File: src/shared/trc_pkg.sv
/*
 * trc_pkg: constants of the tag reader host command port.
 * assumes a 20 MHz reference clock and an 8N1 serial host link.
 */
package trc_pkg;
    // clock and link timing
    localparam int CLK_HZ = 20000000;
    localparam int BAUD = 9600;
    localparam int BIT_CYCLES = (CLK_HZ + BAUD / 2) / BAUD;
    localparam int HALF_CYCLES = BIT_CYCLES / 2;
    localparam int DATA_BITS = 8;
    localparam int STOP_BITS = 1;
    // lock output pulse length
    localparam int LOCK_MS = 100;
    localparam int LOCK_CYCLES = (CLK_HZ / 1000) * LOCK_MS;
    // characters
    localparam logic [7:0] CH_HASH = 8'h23;
    localparam logic [7:0] CH_CR = 8'h0D;
    localparam logic [7:0] CH_LF = 8'h0A;
    localparam logic [7:0] CH_0 = 8'h30;
    localparam logic [7:0] CH_1 = 8'h31;
    localparam logic [7:0] CH_4 = 8'h34;
    localparam logic [7:0] CH_6 = 8'h36;
    localparam logic [7:0] CH_7 = 8'h37;
    // command buffer depth in characters after the hash
    localparam int CMD_LEN = 4;
    // reply message table
    localparam int MSG_LEN = 16;
    localparam int SIGNON_LEN = 10;
    localparam int DONE_LEN = 7;
    localparam int DONE_BASE = 10;
    // read mode reset value: newer tag protocol only
    localparam logic MODE_DUAL_RST = 1'b0;
endpackage
File: src/core/trc_cmd_port.sv
/*
 * trc_cmd_port: host command interpreter of the tag reader.
 * assumes raw serial pins from the host and a one-cycle tag read strobe
 * from the reader logic on the same clock.
 */
`timescale 1ns/100ps
module trc_cmd_port
#(
    parameter int BIT_CYCLES = trc_pkg::BIT_CYCLES,
    parameter int LOCK_CYCLES = trc_pkg::LOCK_CYCLES
)
(
    // clock and reset
    input wire logic REF_CLK_I,
    input wire logic RST_I,
    // serial link to host
    input wire logic RXD_I,
    input wire logic CTS_I,
    input wire logic HANDSHAKE_EN_I,
    output logic TXD_O,
    output logic RTS_O,
    // reader interface
    input wire logic TAG_READ_I,
    input wire logic FACTORY_RESET_I,
    output logic CMD_MODE_O,
    output logic DUAL_MODE_O,
    output logic RF_ON_O,
    output logic LOCK_O
);
    typedef enum {RX_IDLE, RX_START, RX_DATA, RX_STOP} trc_rx_t;
    typedef enum {MS_SIGNON, MS_IDLE, MS_SEND} trc_msg_t;

    ////////////////////////////////////////////////////////////////
    // pin synchronisers; first stage feeds the second only
    logic rxd_s1_reg, rxd_s2_reg, cts_s1_reg, cts_s2_reg;
    always_ff @(posedge REF_CLK_I)
    begin
        if (RST_I)
        begin
            rxd_s1_reg <= 1'b1;
            rxd_s2_reg <= 1'b1;
            cts_s1_reg <= 1'b0;
            cts_s2_reg <= 1'b0;
        end
        else
        begin
            rxd_s1_reg <= RXD_I;
            rxd_s2_reg <= rxd_s1_reg;
            cts_s1_reg <= CTS_I;
            cts_s2_reg <= cts_s1_reg;
        end
    end

    ////////////////////////////////////////////////////////////////
    // receiver: mid-bit sampling, stop bit checked
    trc_rx_t rx_reg, rx_next;
    logic [15:0] rt_reg, rt_next;
    logic [2:0] rb_reg, rb_next;
    logic [7:0] rd_reg, rd_next;
    logic rv_reg, rv_next;
    always_comb
    begin
        rx_next = rx_reg;
        rt_next = rt_reg;
        rb_next = rb_reg;
        rd_next = rd_reg;
        rv_next = 1'b0;
        case (rx_reg)
            RX_IDLE:
                if (!rxd_s2_reg)
                begin
                    rx_next = RX_START;
                    rt_next = 16'(BIT_CYCLES / 2 - 1);
                end
            RX_START:
                if (rt_reg != 16'h0000)
                    rt_next = rt_reg - 16'h0001;
                else if (rxd_s2_reg)
                    rx_next = RX_IDLE; // glitch, not a start bit
                else
                begin
                    rx_next = RX_DATA;
                    rt_next = 16'(BIT_CYCLES - 1);
                    rb_next = 3'h0;
                end
            RX_DATA:
                if (rt_reg != 16'h0000)
                    rt_next = rt_reg - 16'h0001;
                else
                begin
                    rd_next = {rxd_s2_reg, rd_reg[7:1]};
                    rt_next = 16'(BIT_CYCLES - 1);
                    rb_next = rb_reg + 3'h1;
                    if (rb_reg == 3'h7)
                        rx_next = RX_STOP;
                end
            RX_STOP:
                if (rt_reg != 16'h0000)
                    rt_next = rt_reg - 16'h0001;
                else
                begin
                    rx_next = RX_IDLE;
                    rv_next = rxd_s2_reg; // framing error drops the byte
                end
            default:
                rx_next = RX_IDLE;
        endcase
    end

    always_ff @(posedge REF_CLK_I)
    begin
        if (RST_I)
        begin
            rx_reg <= RX_IDLE;
            rt_reg <= 16'h0000;
            rb_reg <= 3'h0;
            rd_reg <= 8'h00;
            rv_reg <= 1'b0;
        end
        else
        begin
            rx_reg <= rx_next;
            rt_reg <= rt_next;
            rb_reg <= rb_next;
            rd_reg <= rd_next;
            rv_reg <= rv_next;
        end
    end

    ////////////////////////////////////////////////////////////////
    // command collector, decoder and mode state
    logic [31:0] buf_reg, buf_next;
    logic [2:0] bl_reg, bl_next;
    logic inc_reg, inc_next;
    logic cmd_reg, cmd_next, dual_reg, dual_next, rf_reg, rf_next;
    logic done_req;
    trc_msg_t ms_reg, ms_next;
    always_comb
    begin
        buf_next = buf_reg;
        bl_next = bl_reg;
        inc_next = inc_reg;
        cmd_next = cmd_reg;
        dual_next = dual_reg;
        rf_next = rf_reg;
        done_req = 1'b0;
        // nothing is taken until the sign-on is out
        if (rv_reg && ms_reg != MS_SIGNON)
        begin
            if (rd_reg == trc_pkg::CH_HASH)
            begin
                inc_next = 1'b1;
                bl_next = 3'h0;
                buf_next = 32'h0000_0000;
            end
            else if (rd_reg == trc_pkg::CH_CR && inc_reg)
            begin
                inc_next = 1'b0;
                if (bl_reg == 3'h2 && buf_reg[15:0] == {trc_pkg::CH_0, trc_pkg::CH_1})
                begin
                    cmd_next = 1'b1;
                    done_req = 1'b1;
                end
                else if (bl_reg == 3'h2 && buf_reg[15:0] == {trc_pkg::CH_0, trc_pkg::CH_0}
                    && cmd_reg)
                begin
                    cmd_next = 1'b0;
                    done_req = 1'b1;
                end
                else if (bl_reg == 3'h3 && cmd_reg
                    && buf_reg[23:0] == {trc_pkg::CH_4, trc_pkg::CH_7, trc_pkg::CH_0})
                begin
                    dual_next = 1'b1;
                    done_req = 1'b1;
                end
                else if (bl_reg == 3'h4 && cmd_reg && buf_reg == {trc_pkg::CH_6,
                    trc_pkg::CH_4, trc_pkg::CH_0, trc_pkg::CH_1})
                begin
                    rf_next = 1'b1;
                    done_req = 1'b1;
                end
                // anything else ends silently
            end
            else if (inc_reg)
            begin
                if (bl_reg == 3'(trc_pkg::CMD_LEN))
                    bl_next = 3'h5; // overlong, never matches
                else if (bl_reg != 3'h5)
                begin
                    buf_next = {buf_reg[23:0], rd_reg};
                    bl_next = bl_reg + 3'h1;
                end
            end
        end
        // factory default last, so it wins over a dual command in the same cycle
        if (FACTORY_RESET_I)
            dual_next = trc_pkg::MODE_DUAL_RST;
    end

    always_ff @(posedge REF_CLK_I)
    begin
        if (RST_I)
        begin
            buf_reg <= 32'h0000_0000;
            bl_reg <= 3'h0;
            inc_reg <= 1'b0;
            cmd_reg <= 1'b0;
            dual_reg <= trc_pkg::MODE_DUAL_RST;
            rf_reg <= 1'b0;
        end
        else
        begin
            buf_reg <= buf_next;
            bl_reg <= bl_next;
            inc_reg <= inc_next;
            cmd_reg <= cmd_next;
            dual_reg <= dual_next;
            rf_reg <= rf_next;
        end
    end

    ////////////////////////////////////////////////////////////////
    // reply sequencer over a constant message table
    logic [7:0] msg_rom [trc_pkg::MSG_LEN];
    assign msg_rom = '{8'h52, 8'h45, 8'h41, 8'h44, 8'h59, 8'h0D, 8'h0A, 8'h0A, 8'h0D, 8'h0A,
        8'h23, 8'h44, 8'h6F, 8'h6E, 8'h65, 8'h0D};
    logic [3:0] mp_reg, mp_next, me_reg, me_next;
    logic tx_start, tx_busy, tx_line;
    always_comb
    begin
        ms_next = ms_reg;
        mp_next = mp_reg;
        me_next = me_reg;
        tx_start = 1'b0;
        case (ms_reg)
            MS_IDLE:
                if (done_req)
                begin
                    ms_next = MS_SEND;
                    mp_next = 4'(trc_pkg::DONE_BASE);
                    me_next = 4'(trc_pkg::DONE_BASE + trc_pkg::DONE_LEN - 2);
                end
            MS_SIGNON, MS_SEND:
                if (!tx_busy)
                begin
                    tx_start = 1'b1;
                    mp_next = mp_reg + 4'h1;
                    if (mp_reg == me_reg)
                        ms_next = MS_IDLE;
                end
            default:
                ms_next = MS_IDLE;
        endcase
    end

    // last done byte (LF) comes from the CR check below
    logic send_lf_reg, send_lf_next;
    logic [7:0] tx_byte;
    always_comb
    begin
        send_lf_next = send_lf_reg;
        tx_byte = msg_rom[mp_reg];
        if (ms_reg == MS_SEND && tx_start && mp_reg == me_reg)
            send_lf_next = 1'b1;
        else if (send_lf_reg && !tx_busy)
            send_lf_next = 1'b0;
        if (send_lf_reg)
            tx_byte = trc_pkg::CH_LF;
    end

    always_ff @(posedge REF_CLK_I)
    begin
        if (RST_I)
        begin
            ms_reg <= MS_SIGNON;
            mp_reg <= 4'h0;
            me_reg <= 4'(trc_pkg::SIGNON_LEN - 1);
            send_lf_reg <= 1'b0;
        end
        else
        begin
            ms_reg <= ms_next;
            mp_reg <= mp_next;
            me_reg <= me_next;
            send_lf_reg <= send_lf_next;
        end
    end

    // gating ignores CTS unless handshaking is enabled
    trc_uart_tx #(.BIT_CYCLES(BIT_CYCLES)) u_tx
    (
        .clk_i(REF_CLK_I),
        .rst_i(RST_I),
        .start_i(tx_start | (send_lf_reg & ~tx_busy)),
        .data_i(tx_byte),
        .cts_ok_i(~HANDSHAKE_EN_I | cts_s2_reg),
        .busy_o(tx_busy),
        .txd_o(tx_line)
    );

    ////////////////////////////////////////////////////////////////
    // lock pulse and output flops
    logic [31:0] lk_reg, lk_next;
    logic txd_reg, rts_reg, lock_reg;
    always_comb
    begin
        lk_next = lk_reg;
        if (TAG_READ_I)
            lk_next = 32'(LOCK_CYCLES);
        else if (lk_reg != 32'h0000_0000)
            lk_next = lk_reg - 32'h0000_0001;
    end

    always_ff @(posedge REF_CLK_I)
    begin
        if (RST_I)
        begin
            lk_reg <= 32'h0000_0000;
            txd_reg <= 1'b1;
            rts_reg <= 1'b0;
            lock_reg <= 1'b0;
        end
        else
        begin
            lk_reg <= lk_next;
            txd_reg <= tx_line;
            rts_reg <= HANDSHAKE_EN_I;
            lock_reg <= lk_next != 32'h0000_0000;
        end
    end

    assign TXD_O = txd_reg;
    assign RTS_O = rts_reg;
    assign LOCK_O = lock_reg;
    assign CMD_MODE_O = cmd_reg;
    assign DUAL_MODE_O = dual_reg;
    assign RF_ON_O = rf_reg;

    ////////////////////////////////////////////////////////////////
    // checks
    a_lock_follows_read: assert property (@(posedge REF_CLK_I) disable iff (RST_I)
        TAG_READ_I |=> LOCK_O) else $error("lock not closed after tag read");
    a_lock_held_open: assert property (@(posedge REF_CLK_I) disable iff (RST_I)
        $rose(LOCK_O) |-> $past(TAG_READ_I)) else $error("lock closed without read");
    a_factory_mode: assert property (@(posedge REF_CLK_I) disable iff (RST_I)
        FACTORY_RESET_I |=> !DUAL_MODE_O) else $error("factory reset kept dual");
    a_dual_needs_cmd: assert property (@(posedge REF_CLK_I) disable iff (RST_I)
        $rose(DUAL_MODE_O) |-> $past(CMD_MODE_O)) else $error("dual set outside cmd");
    a_rf_needs_cmd: assert property (@(posedge REF_CLK_I) disable iff (RST_I)
        $rose(RF_ON_O) |-> $past(CMD_MODE_O)) else $error("rf set outside cmd");
    a_enter_cmd_reply: assert property (@(posedge REF_CLK_I) disable iff (RST_I)
        $rose(CMD_MODE_O) |-> $past(done_req)) else $error("cmd entry no reply");
    a_leave_cmd_reply: assert property (@(posedge REF_CLK_I) disable iff (RST_I)
        $fell(CMD_MODE_O) |-> $past(done_req)) else $error("cmd exit no reply");
    a_done_starts_send: assert property (@(posedge REF_CLK_I) disable iff (RST_I)
        done_req && ms_reg == MS_IDLE |=> ms_reg == MS_SEND)
        else $error("done reply not started");
    a_signon_blocks_rx: assert property (@(posedge REF_CLK_I) disable iff (RST_I)
        ms_reg == MS_SIGNON |-> !done_req) else $error("command before sign-on");
    a_rts_follows_en: assert property (@(posedge REF_CLK_I) disable iff (RST_I)
        ##1 RTS_O == $past(HANDSHAKE_EN_I)) else $error("rts wrong");
    a_tx_idle_high: assert property (@(posedge REF_CLK_I) disable iff (RST_I)
        !tx_busy |=> TXD_O) else $error("line not idle high");
endmodule

File: src/core/trc_uart_tx.sv
/*
 * trc_uart_tx: 8N1 serial transmitter with optional clear-to-send gating.
 * assumes cts_ok_i is already synchronised to the reference clock.
 */
`timescale 1ns/100ps
module trc_uart_tx
#(
    parameter int BIT_CYCLES = trc_pkg::BIT_CYCLES
)
(
    // clock and reset
    input wire logic clk_i,
    input wire logic rst_i,
    // byte request
    input wire logic start_i,
    input wire logic [7:0] data_i,
    input wire logic cts_ok_i,
    // status and line
    output logic busy_o,
    output logic txd_o
);
    logic [9:0] sh_reg, sh_next;
    logic [3:0] cnt_reg, cnt_next;
    logic [15:0] tim_reg, tim_next;
    logic busy_reg, busy_next;

    ////////////////////////////////////////////////////////////////
    // next state: shift start, data lsb first, stop
    always_comb
    begin
        sh_next = sh_reg;
        cnt_next = cnt_reg;
        tim_next = tim_reg;
        busy_next = busy_reg;
        if (!busy_reg)
        begin
            // a new byte only starts while the host grants it
            if (start_i && cts_ok_i)
            begin
                sh_next = {1'b1, data_i, 1'b0};
                cnt_next = 4'h0;
                tim_next = 16'(BIT_CYCLES - 1);
                busy_next = 1'b1;
            end
        end
        else if (tim_reg != 16'h0000)
        begin
            tim_next = tim_reg - 16'h0001;
        end
        else if (cnt_reg == 4'(trc_pkg::DATA_BITS + trc_pkg::STOP_BITS))
        begin
            busy_next = 1'b0;
        end
        else
        begin
            sh_next = {1'b1, sh_reg[9:1]};
            cnt_next = cnt_reg + 4'h1;
            tim_next = 16'(BIT_CYCLES - 1);
        end
    end

    // registers
    always_ff @(posedge clk_i)
    begin
        if (rst_i)
        begin
            sh_reg <= 10'h3FF;
            cnt_reg <= 4'h0;
            tim_reg <= 16'h0000;
            busy_reg <= 1'b0;
        end
        else
        begin
            sh_reg <= sh_next;
            cnt_reg <= cnt_next;
            tim_reg <= tim_next;
            busy_reg <= busy_next;
        end
    end

    // busy from state and grant only, never from start_i, so the caller's start has no loop
    assign busy_o = busy_reg | ~cts_ok_i;
    assign txd_o = busy_reg ? sh_reg[0] : 1'b1;
endmodule

File: config.mk
export PLATFORM = sky130hd
export DESIGN_NAME = trc_cmd_port
export DESIGN_NICKNAME = d
export VERILOG_FILES = /design/src/shared/trc_pkg.sv /design/src/core/trc_cmd_port.sv /design/src/core/trc_uart_tx.sv
export SDC_FILE = /design/constraint.sdc
export NUM_CORES = 1
export LEC_CHECK = 0
export BUFFER_PORTS_ARGS = -buffer_cell sky130_fd_sc_hd__clkbuf_2
export CAP_MARGIN = 30
export CELL_PAD_IN_SITES_DETAIL_PLACEMENT = 0
export CELL_PAD_IN_SITES_GLOBAL_PLACEMENT = 1
export CORE_MARGIN = 1.5
export CORE_UTILIZATION = 27
export CTS_CLUSTER_SIZE = 10
export DETAILED_ROUTE_END_ITERATION = 10
export PLACE_DENSITY_LB_ADDON = 0.1
export REMOVE_ABC_BUFFERS = 1
export SLEW_MARGIN = 0
export SYNTH_ARGS = -nofsm -noshare
export SYNTH_HDL_FRONTEND = slang
export SYNTH_HIERARCHICAL = 1
export SYNTH_SLANG_ARGS = --single-unit
File: constraint.sdc
create_clock -name REF_CLK_I -period 3.8 [get_ports REF_CLK_I]
set_clock_uncertainty 0.15 [all_clocks]
set_input_delay 0.76 -clock REF_CLK_I [delete_from_list [all_inputs] [get_ports REF_CLK_I]]
set_output_delay 0.76 -clock REF_CLK_I [all_outputs]
set_load 0.02 [all_outputs]
==> metrics.md, run 1 <==
| Metric | Value |
|---|---|
| Flip-flop and latch count after synthesis | 146 |
| Synth area leaders | dfxtp_1 (39%), nor2_1 (5.7%), a21oi_1 (5.4%) |
| Achievable frequency | 316 MHz |
| Area delta synth->final | 14.1% |
| Violation count after the first detailed-routing iteration | 359 |
| Final Routed Wirelength | 19,600 um |
| List of cells traversed by the critical path | inv_1 -> ha_1 -> nor3b_1 -> nand2_1 -> nor4_1 -> xnor2_1 -> a21oi_1 -> a2111oi_0 -> a31oi_1 |
| Hold buffer count at CTS | 0 |
| Cells after synthesis | 906 |
| Total setup violations reported at the end of the flow | 0 |
| Wire length of the first global-routing pass | 32,900 um |
| CTS clk-pin slew, worst paths | 0.07 ns |
| Internal power | 3.29 mW |
| Final weighted congestion of routability-driven global placement | 0.763 |
| Initial antenna violation count | 0 |
| Sequential group share of total power | 36.2% |
| Number of cells on the critical path | 9 |
| Non-Filler Cell Area, Final | 8560 um2 |
| Area share of the largest cell type after synthesis | 38.9% |
| Placed wire-length estimate | 13,200 um |
| Required @ worst endpoint | 3.95 ns |
| Number of global-route vias before repair | 6,088 |
| Floorplan die area | 28,800 um2 |
| Final period utilization | 83.3% |
| Class of the worst hold path | reg2reg |
| Number of nets in the finished design | 935 |
| Final TNS setup | 0 ns |
| Chip height | 170 um |
| Number of enable-type register cells in the synthesized netlist | 0 |
| Clock buffers created by TritonCTS | 17 |
| Slowest cell on crit path | nor4_1 |
| CTS-repair resized insts | 0 |
| Busiest layer in global routing | met2 |
| Share of total power in combinational logic | 28.1% |
| DR vias | 6,330 |
| Vias per inst | 4.91 |
| Part of the total power dissipated in the clock network | 35.7% |
| Global-route congestion overflow total | 0 |
| Die extent in x | 170 um |
| Number of search-and-repair iterations in the first detailed-routing pass | 5 |
| Post-synthesis async set-or-reset flop share | 0% |
| DRC errors left | 0 |
| Post-synthesis sequential area ratio | 38.9% |
| Global routing usage on met1 | 19.6% |
| Setup repair after global routing missed its margin | false |
| Clock latency reported for the late side of the worst-skew pair | 0.43 ns |
| Post-synth top area cell | dfxtp_1 |
| Filler Cells Inserted | 2,867 |
| Dominant cell by count in the synthesized netlist | dfxtp_1 |
| Setup slack after layout | 0.634 ns |
| Max Buffers Root-to-Sink | 2 |
| Peak supply drop | 0.282 mV |
| Startpoint-to-endpoint class of the critical path | reg2reg |
| Power per cell area | 587 nW/um2 |
| Gr usage total | 14.3% |
| Pin count of the biggest net entering global routing | 46 |
| Number of sinks on the clock net | 146 |
| Min Clock Period, post-route | 3.17 ns |
| Share of post-route cells with drive strength above 1 | 10.8% |
| Met3 global-route usage | 2.80% |
| Main flop type after synthesis | dfxtp_1 |
| Leakage | 3.06 nW |
| Count of pins on the block boundary | 13 |
| Max Slew Vio Count | 0 |
| Max-capacitance violation count | 0 |
| Run status | complete, no violations |
| Mean instance size in the synthesized netlist | 8.28 um2 |
| TritonCTS clock tree | built |
| Kind of start point of the critical path | flip-flop |
| Number of port buffers | 12 |
| Overall Power | 5.02 mW |
| Buffers & Inverters on Critical Path | 1 |
| Hold Crit Depth | 1 |
| Number of distinct library cells after synthesis | 77 |
| Top delay family on crit path | simple AND/OR/NAND/NOR gates |
| Average wire per standard cell | 15.2 um |
| Net switching component of the power | 1.73 mW |
| Setup Slack @ Placement | 0.638 ns |
| Worst path max stage delay | 0.54 ns |
| Antenna diodes | 0 |
| Cell Area, Synth | 7500 um2 |
| Most frequent cells after synthesis | dfxtp_1 (146), nor2_1 (113), a21oi_1 (81) |
| Initial Util | 27.7% |
| Placeable core region | 27,100 um2 |
| Standard-cell rows | 60 |
| Post-CTS Setup Repair Bufs | 0 |
| Category of the worst setup path capture point | flip-flop |
| Worst R2R Path Depth | 9 |
| H-tree Lvls | 4 |
| Number of endpoints with negative hold slack in the final report | 0 |
| Maximum fanout along the worst path | 7 |
| Relative max-transition margin | 53.2% |
| Final ANT Viol Nets | 0 |
| Global-route track usage on met2 | 22.5% |
| Switching share of total power | 34.5% |
| Count of synthesis-stage warnings from yosys | 6 |
| Worst Path Arrival | 3.32 ns |
| Clock root buffer master | clkbuf_16 |
| Slew of the pin with the lowest slew margin | 0.695 ns |
| Area after detailed placement | 7950 um2 |
==> metal layers <==
| metal | vias to the layer above | wire length [um] |
|---|---|---|
| met5 | - | 0 |
| met4 | 0 | 193 |
| met3 | 12 | 466 |
| met2 | 57 | 8890 |
| met1 | 3004 | 10000 |
| li1 | 3257 | - |
==> worst reg2reg max path: stages, from the launching register on <==
cell and delay [ns]:
dfxtp_1 0.36, inv_1 0.10, ha_1 0.22, nor3b_1 0.51
nand2_1 0.32, nor4_1 0.54, xnor2_1 0.20, a21oi_1 0.10
a2111oi_0 0.41, a31oi_1 0.13
==> cells in the final DEF, fill, tap and decap left out, types with 6 or more instances in the layout <==
cell | Yosys | final
nand2b_1 | 11 | 11
ha_1 | 24 | 24
mux2i_1 | 20 | 20
or3_1 | 10 | 10
or2_2 | 10 | 10
a21oi_1 | 81 | 81
nand3_1 | 45 | 45
or4_1 | 10 | 10
o21ai_0 | 20 | 20
clkbuf_2 | 1 | 11
o31ai_1 | 7 | 7
nand4_1 | 15 | 15
dfxtp_1 | 146 | 146
and2_1 | 7 | 7
xor2_1 | 15 | 15
clkbuf_16 | 0 | 17
o211ai_1 | 12 | 12
a211oi_1 | 15 | 15
nor2b_1 | 12 | 11
nor4_1 | 20 | 20
nor3_1 | 27 | 27
nand4b_1 | 6 | 6
nor2_1 | 113 | 113
nand2_1 | 72 | 72
nand3b_1 | 8 | 8
nor3b_1 | 10 | 10
buf_4 | 0 | 16
inv_1 | 35 | 35
xnor2_1 | 20 | 20
==> stage by stage <==
step / hold slack [ns] / cells / utilization [%]
after floorplan: 0.239 / 858 / -
after global placement: 0.245 / 1257 / 29.3
after detailed placement: 0.247 / 1257 / 29.3
after CTS: 0.264 / 1289 / 31.6
after global routing: 0.286 / 1289 / 31.6
final: 0.262 / 1289 / 31.6
==> worst paths after layout <==
check / startpoint / to / slack, ns
setup / recovery: lk_reg[0] / LOCK_O / 0.63
hold / removal: rxd_s1_reg / rxd_s2_reg / 0.26
setup reg to reg: lk_reg[0] / LOCK_O / 0.63
hold reg to reg: rxd_s1_reg / rxd_s2_reg / 0.26
==> cell type report <==
cell class,count,area (um2),share of cell area (%)
multi-input cells,677,4250,49.7
flip-flops and latches,146,2920,34.1
well taps,372,465,5.44
clock buffers,19,443,5.17
repair buffers,27,175,2.05
clock inverters,13,171,2.00
inverters,35,131,1.53
==> logic make-up after synthesis <==
family                   synth area share [%]
AO/OA/AOI/OAI                            15.4
XOR/XNOR                                 4.08
adder cells (fa/ha/maj)                  4.00
buffers and inverters                    4.42
flip-flops                               38.9
multiplexers                             3.72
other                                  0.0500
AND/OR/NAND/NOR                          29.4
==> power groups by stage <==
stage / Sequential, mW / Clock (mW) / Combinational, mW
2_1_floorplan: 1.82 / 0 / 1.04
3_3_place_gp: 1.86 / 0 / 1.44
3_5_place_dp: 1.85 / 0 / 1.41
4_1_cts: 1.82 / 1.86 / 1.43
5_1_grt: 1.84 / 1.92 / 1.61
6_report: 1.82 / 1.79 / 1.41
No activity file was read; power rests on OpenSTA's default activity.
==> run 2: changes to the inputs <==
==> constraint.sdc (replaced) <==
create_clock -name REF_CLK_I -period 2.9 [get_ports REF_CLK_I]
set_clock_uncertainty 0.15 [all_clocks]
set_input_delay 0.58 -clock REF_CLK_I [delete_from_list [all_inputs] [get_ports REF_CLK_I]]
set_output_delay 0.58 -clock REF_CLK_I [all_outputs]
set_load 0.02 [all_outputs]
==> metrics.md, run 2 (synthesis results as in run 1) <==
| Metric | Value |
|---|---|
| Setup repair after global routing missed its margin | true (was false) |
| Achievable frequency | 354 MHz (was 316 MHz) |
| Final period utilization | 97.4% (was 83.3%) |
| Sequential group share of total power | 35.0% (was 36.2%) |
| Part of the total power dissipated in the clock network | 33.1% (was 35.7%) |
| Min Clock Period, post-route | 2.82 ns (was 3.17 ns) |
| Switching share of total power | 35.3% (was 34.5%) |
| Class of the worst hold path | in2reg (was reg2reg) |
| Setup Slack @ Placement | 0.0876 ns (was 0.638 ns) |
| Commonest cells after routing, fill and taps aside | dfxtp_1 (146), nor2_1 (113), a21oi_1 (80), nand2_1 (72), buf_4 (62) (was dfxtp_1 (146), nor2_1 (113), a21oi_1 (81), nand2_1 (72), nand3_1 (45)) |
| Max Buffers Root-to-Sink | 2 (unchanged) |
| Total area of multi-input combinational cells | 4270 um2 (was 4250 um2) |
| Power per cell area | 758 nW/um2 (was 587 nW/um2) |
| Wire length of the first global-routing pass | 34,300 um (was 32,900 um) |
| Share of total power in combinational logic | 31.9% (was 28.1%) |
| Top delay family on crit path | simple AND/OR/NAND/NOR gates (unchanged) |
| Relative max-transition margin | 55.4% (was 53.2%) |
| Max Slew Vio Count | 0 (unchanged) |
| Filler Cells Inserted | 2,926 (was 2,867) |
| Number of sinks on the clock net | 146 (unchanged) |
| Maximum fanout along the worst path | 5 (was 7) |
| Final ANT Viol Nets | 0 (unchanged) |
| Pin count of the biggest net entering global routing | 39 (was 46) |
| Number of global-route vias before repair | 6,616 (was 6,088) |
| TritonCTS clock tree | built (unchanged) |
| Setup slack after layout | 0.0762 ns (was 0.634 ns) |
| Violation count after the first detailed-routing iteration | 361 (was 359) |
| Count of pins on the block boundary | 13 (unchanged) |
| Category of the worst setup path capture point | flip-flop (unchanged) |
| Worst R2R Path Depth | 8 (was 9) |
| Clock root buffer master | clkbuf_16 (unchanged) |
| Chip height | 170 um (unchanged) |
| Startpoint-to-endpoint class of the critical path | reg2reg (unchanged) |
| CTS clk-pin slew, worst paths | 0.08 ns (was 0.07 ns) |
| Clock buffers created by TritonCTS | 17 (unchanged) |
| Number of endpoints with negative hold slack in the final report | 0 (unchanged) |
| Initial antenna violation count | 0 (unchanged) |
| Non-Filler Cell Area, Final | 8940 um2 (was 8560 um2) |
| Max-capacitance violation count | 0 (unchanged) |
| Number of cells on the critical path | 8 (was 9) |
| Required @ worst endpoint | 3.04 ns (was 3.95 ns) |
| Area after detailed placement | 8330 um2 (was 7950 um2) |
| Fin cells | 1,336 (was 1,289) |
| Placeable core region | 27,100 um2 (unchanged) |
| Floorplan die area | 28,800 um2 (unchanged) |
| Run status | complete, no violations (unchanged) |
| Hold Crit Depth | 2 (was 1) |
| Worst path max stage delay | 0.57 ns (was 0.54 ns) |
| H-tree Lvls | 4 (unchanged) |
| Global-route congestion overflow total | 0 (unchanged) |
| Most common library cell in the layout ignoring fill and taps | dfxtp_1 (unchanged) |
| DR vias | 6,507 (was 6,330) |
| Number of search-and-repair iterations in the first detailed-routing pass | 5 (unchanged) |
| Sequential standard cell area | 2920 um2 (unchanged) |
| Average wire per standard cell | 15.1 um (was 15.2 um) |
| Kind of start point of the critical path | flip-flop (unchanged) |
| Gr usage total | 14.9% (was 14.3%) |
| Clock latency reported for the late side of the worst-skew pair | 0.43 ns (about the same) |
| Buffers & Inverters on Critical Path | 1 (unchanged) |
| Die extent in x | 170 um (unchanged) |
| Hold buffer count at CTS | 0 (unchanged) |
| Area delta synth->final | 19.1% (was 14.1%) |
| R2r setup slk | 0.08 ns (was 0.63 ns) |
| Net switching component of the power | 2.39 mW (was 1.73 mW) |
| Share of post-route cells with drive strength above 1 | 15.8% (was 10.8%) |
| Slowest cell on crit path | or4_4 (was nor4_1) |
| Placed wire-length estimate | 14,200 um (was 13,200 um) |
| Number of port buffers | 12 (unchanged) |
| Standard-cell rows | 60 (unchanged) |
| DRC errors left | 0 (unchanged) |
| Number of nets in the finished design | 983 (was 935) |
| Leakage | 3.30 nW (was 3.06 nW) |
| List of cells traversed by the critical path | or4_4 -> or4_2 -> nor4_1 -> buf_4 -> xnor2_1 -> a21oi_1 -> a2111oi_1 -> a31oi_1 (was inv_1 -> ha_1 -> nor3b_1 -> nand2_1 -> nor4_1 -> xnor2_1 -> a21oi_1 -> a2111oi_0 -> a31oi_1) |
| Post-CTS Setup Repair Bufs | 0 (unchanged) |
| Peak supply drop | 0.361 mV (was 0.282 mV) |
| Slew of the pin with the lowest slew margin | 0.667 ns (was 0.695 ns) |
| Worst Path Arrival | 2.97 ns (was 3.32 ns) |
| Vias per inst | 4.87 (was 4.91) |
| Initial Util | 27.7% (unchanged) |
| Internal power | 4.39 mW (was 3.29 mW) |
| Final Routed Wirelength | 20,200 um (was 19,600 um) |
| Antenna diodes | 0 (unchanged) |
| Total setup violations reported at the end of the flow | 0 (unchanged) |
| CTS-repair resized insts | 0 (unchanged) |
| Cells after DPL | 1,305 (was 1,257) |
| Overall Power | 6.78 mW (was 5.02 mW) |
| Final weighted congestion of routability-driven global placement | 0.751 (was 0.763) |
run 2: cell count changes in the layout (fill, tap and decap cells not counted), sizes merged:
cell / change
buf: +48
inv: +6
clkinvlp: -2
clkbuf: -2
clkinv: -1
bufinv: -2
run 2: final timing paths:
| path | startpoint | endpoint |
|---|---|---|
| setup / recovery | lk_reg[22] | LOCK_O |
| hold / removal | RXD_I | rxd_s1_reg |
| setup reg to reg | lk_reg[22] | LOCK_O |
| hold reg to reg | rxd_s1_reg | rxd_s2_reg |
run 2: through the flow:
| step | hold slack (ns) | utilization, % | TNS (ns) |
|---|---|---|---|
| after floorplan | 0.239 | - | -18.71 |
| after global placement | 0.247 | 30.7 | 0 |
| after detailed placement | 0.246 | 30.7 | 0 |
| after CTS | 0.151 | 32.9 | 0 |
| after global routing | 0.165 | 33.0 | -0.0962 |
| final | 0.172 | 33.0 | 0 |
run 2: power groups by stage:
stage	combinational, mW	clock [mW]	sequential, mW
6_report	2.16	2.25	2.37
5_1_grt	2.43	2.41	2.41
4_1_cts	2.15	2.33	2.37
3_5_place_dp	2.13	0	2.42
3_3_place_gp	2.17	0	2.43
2_1_floorplan	1.36	0	2.38
run 2: final cells by class:
type,count,share of cell area (%)
sequential,146,32.7
multi-input combinational,677,47.8
inverter,35,1.47
clock inverter,14,1.83
tap,372,5.21
timing repair buffer,75,6.27
clock buffer,17,4.76
run 2: metal layers:
metal	global-route usage, %	vias up	wire length (um)
met3	2.64	16	405
met4	3.92	0	226
met1	20.2	3085	10400
li1	-	3351	-
met2	24.1	55	9210
met5	0	-	0
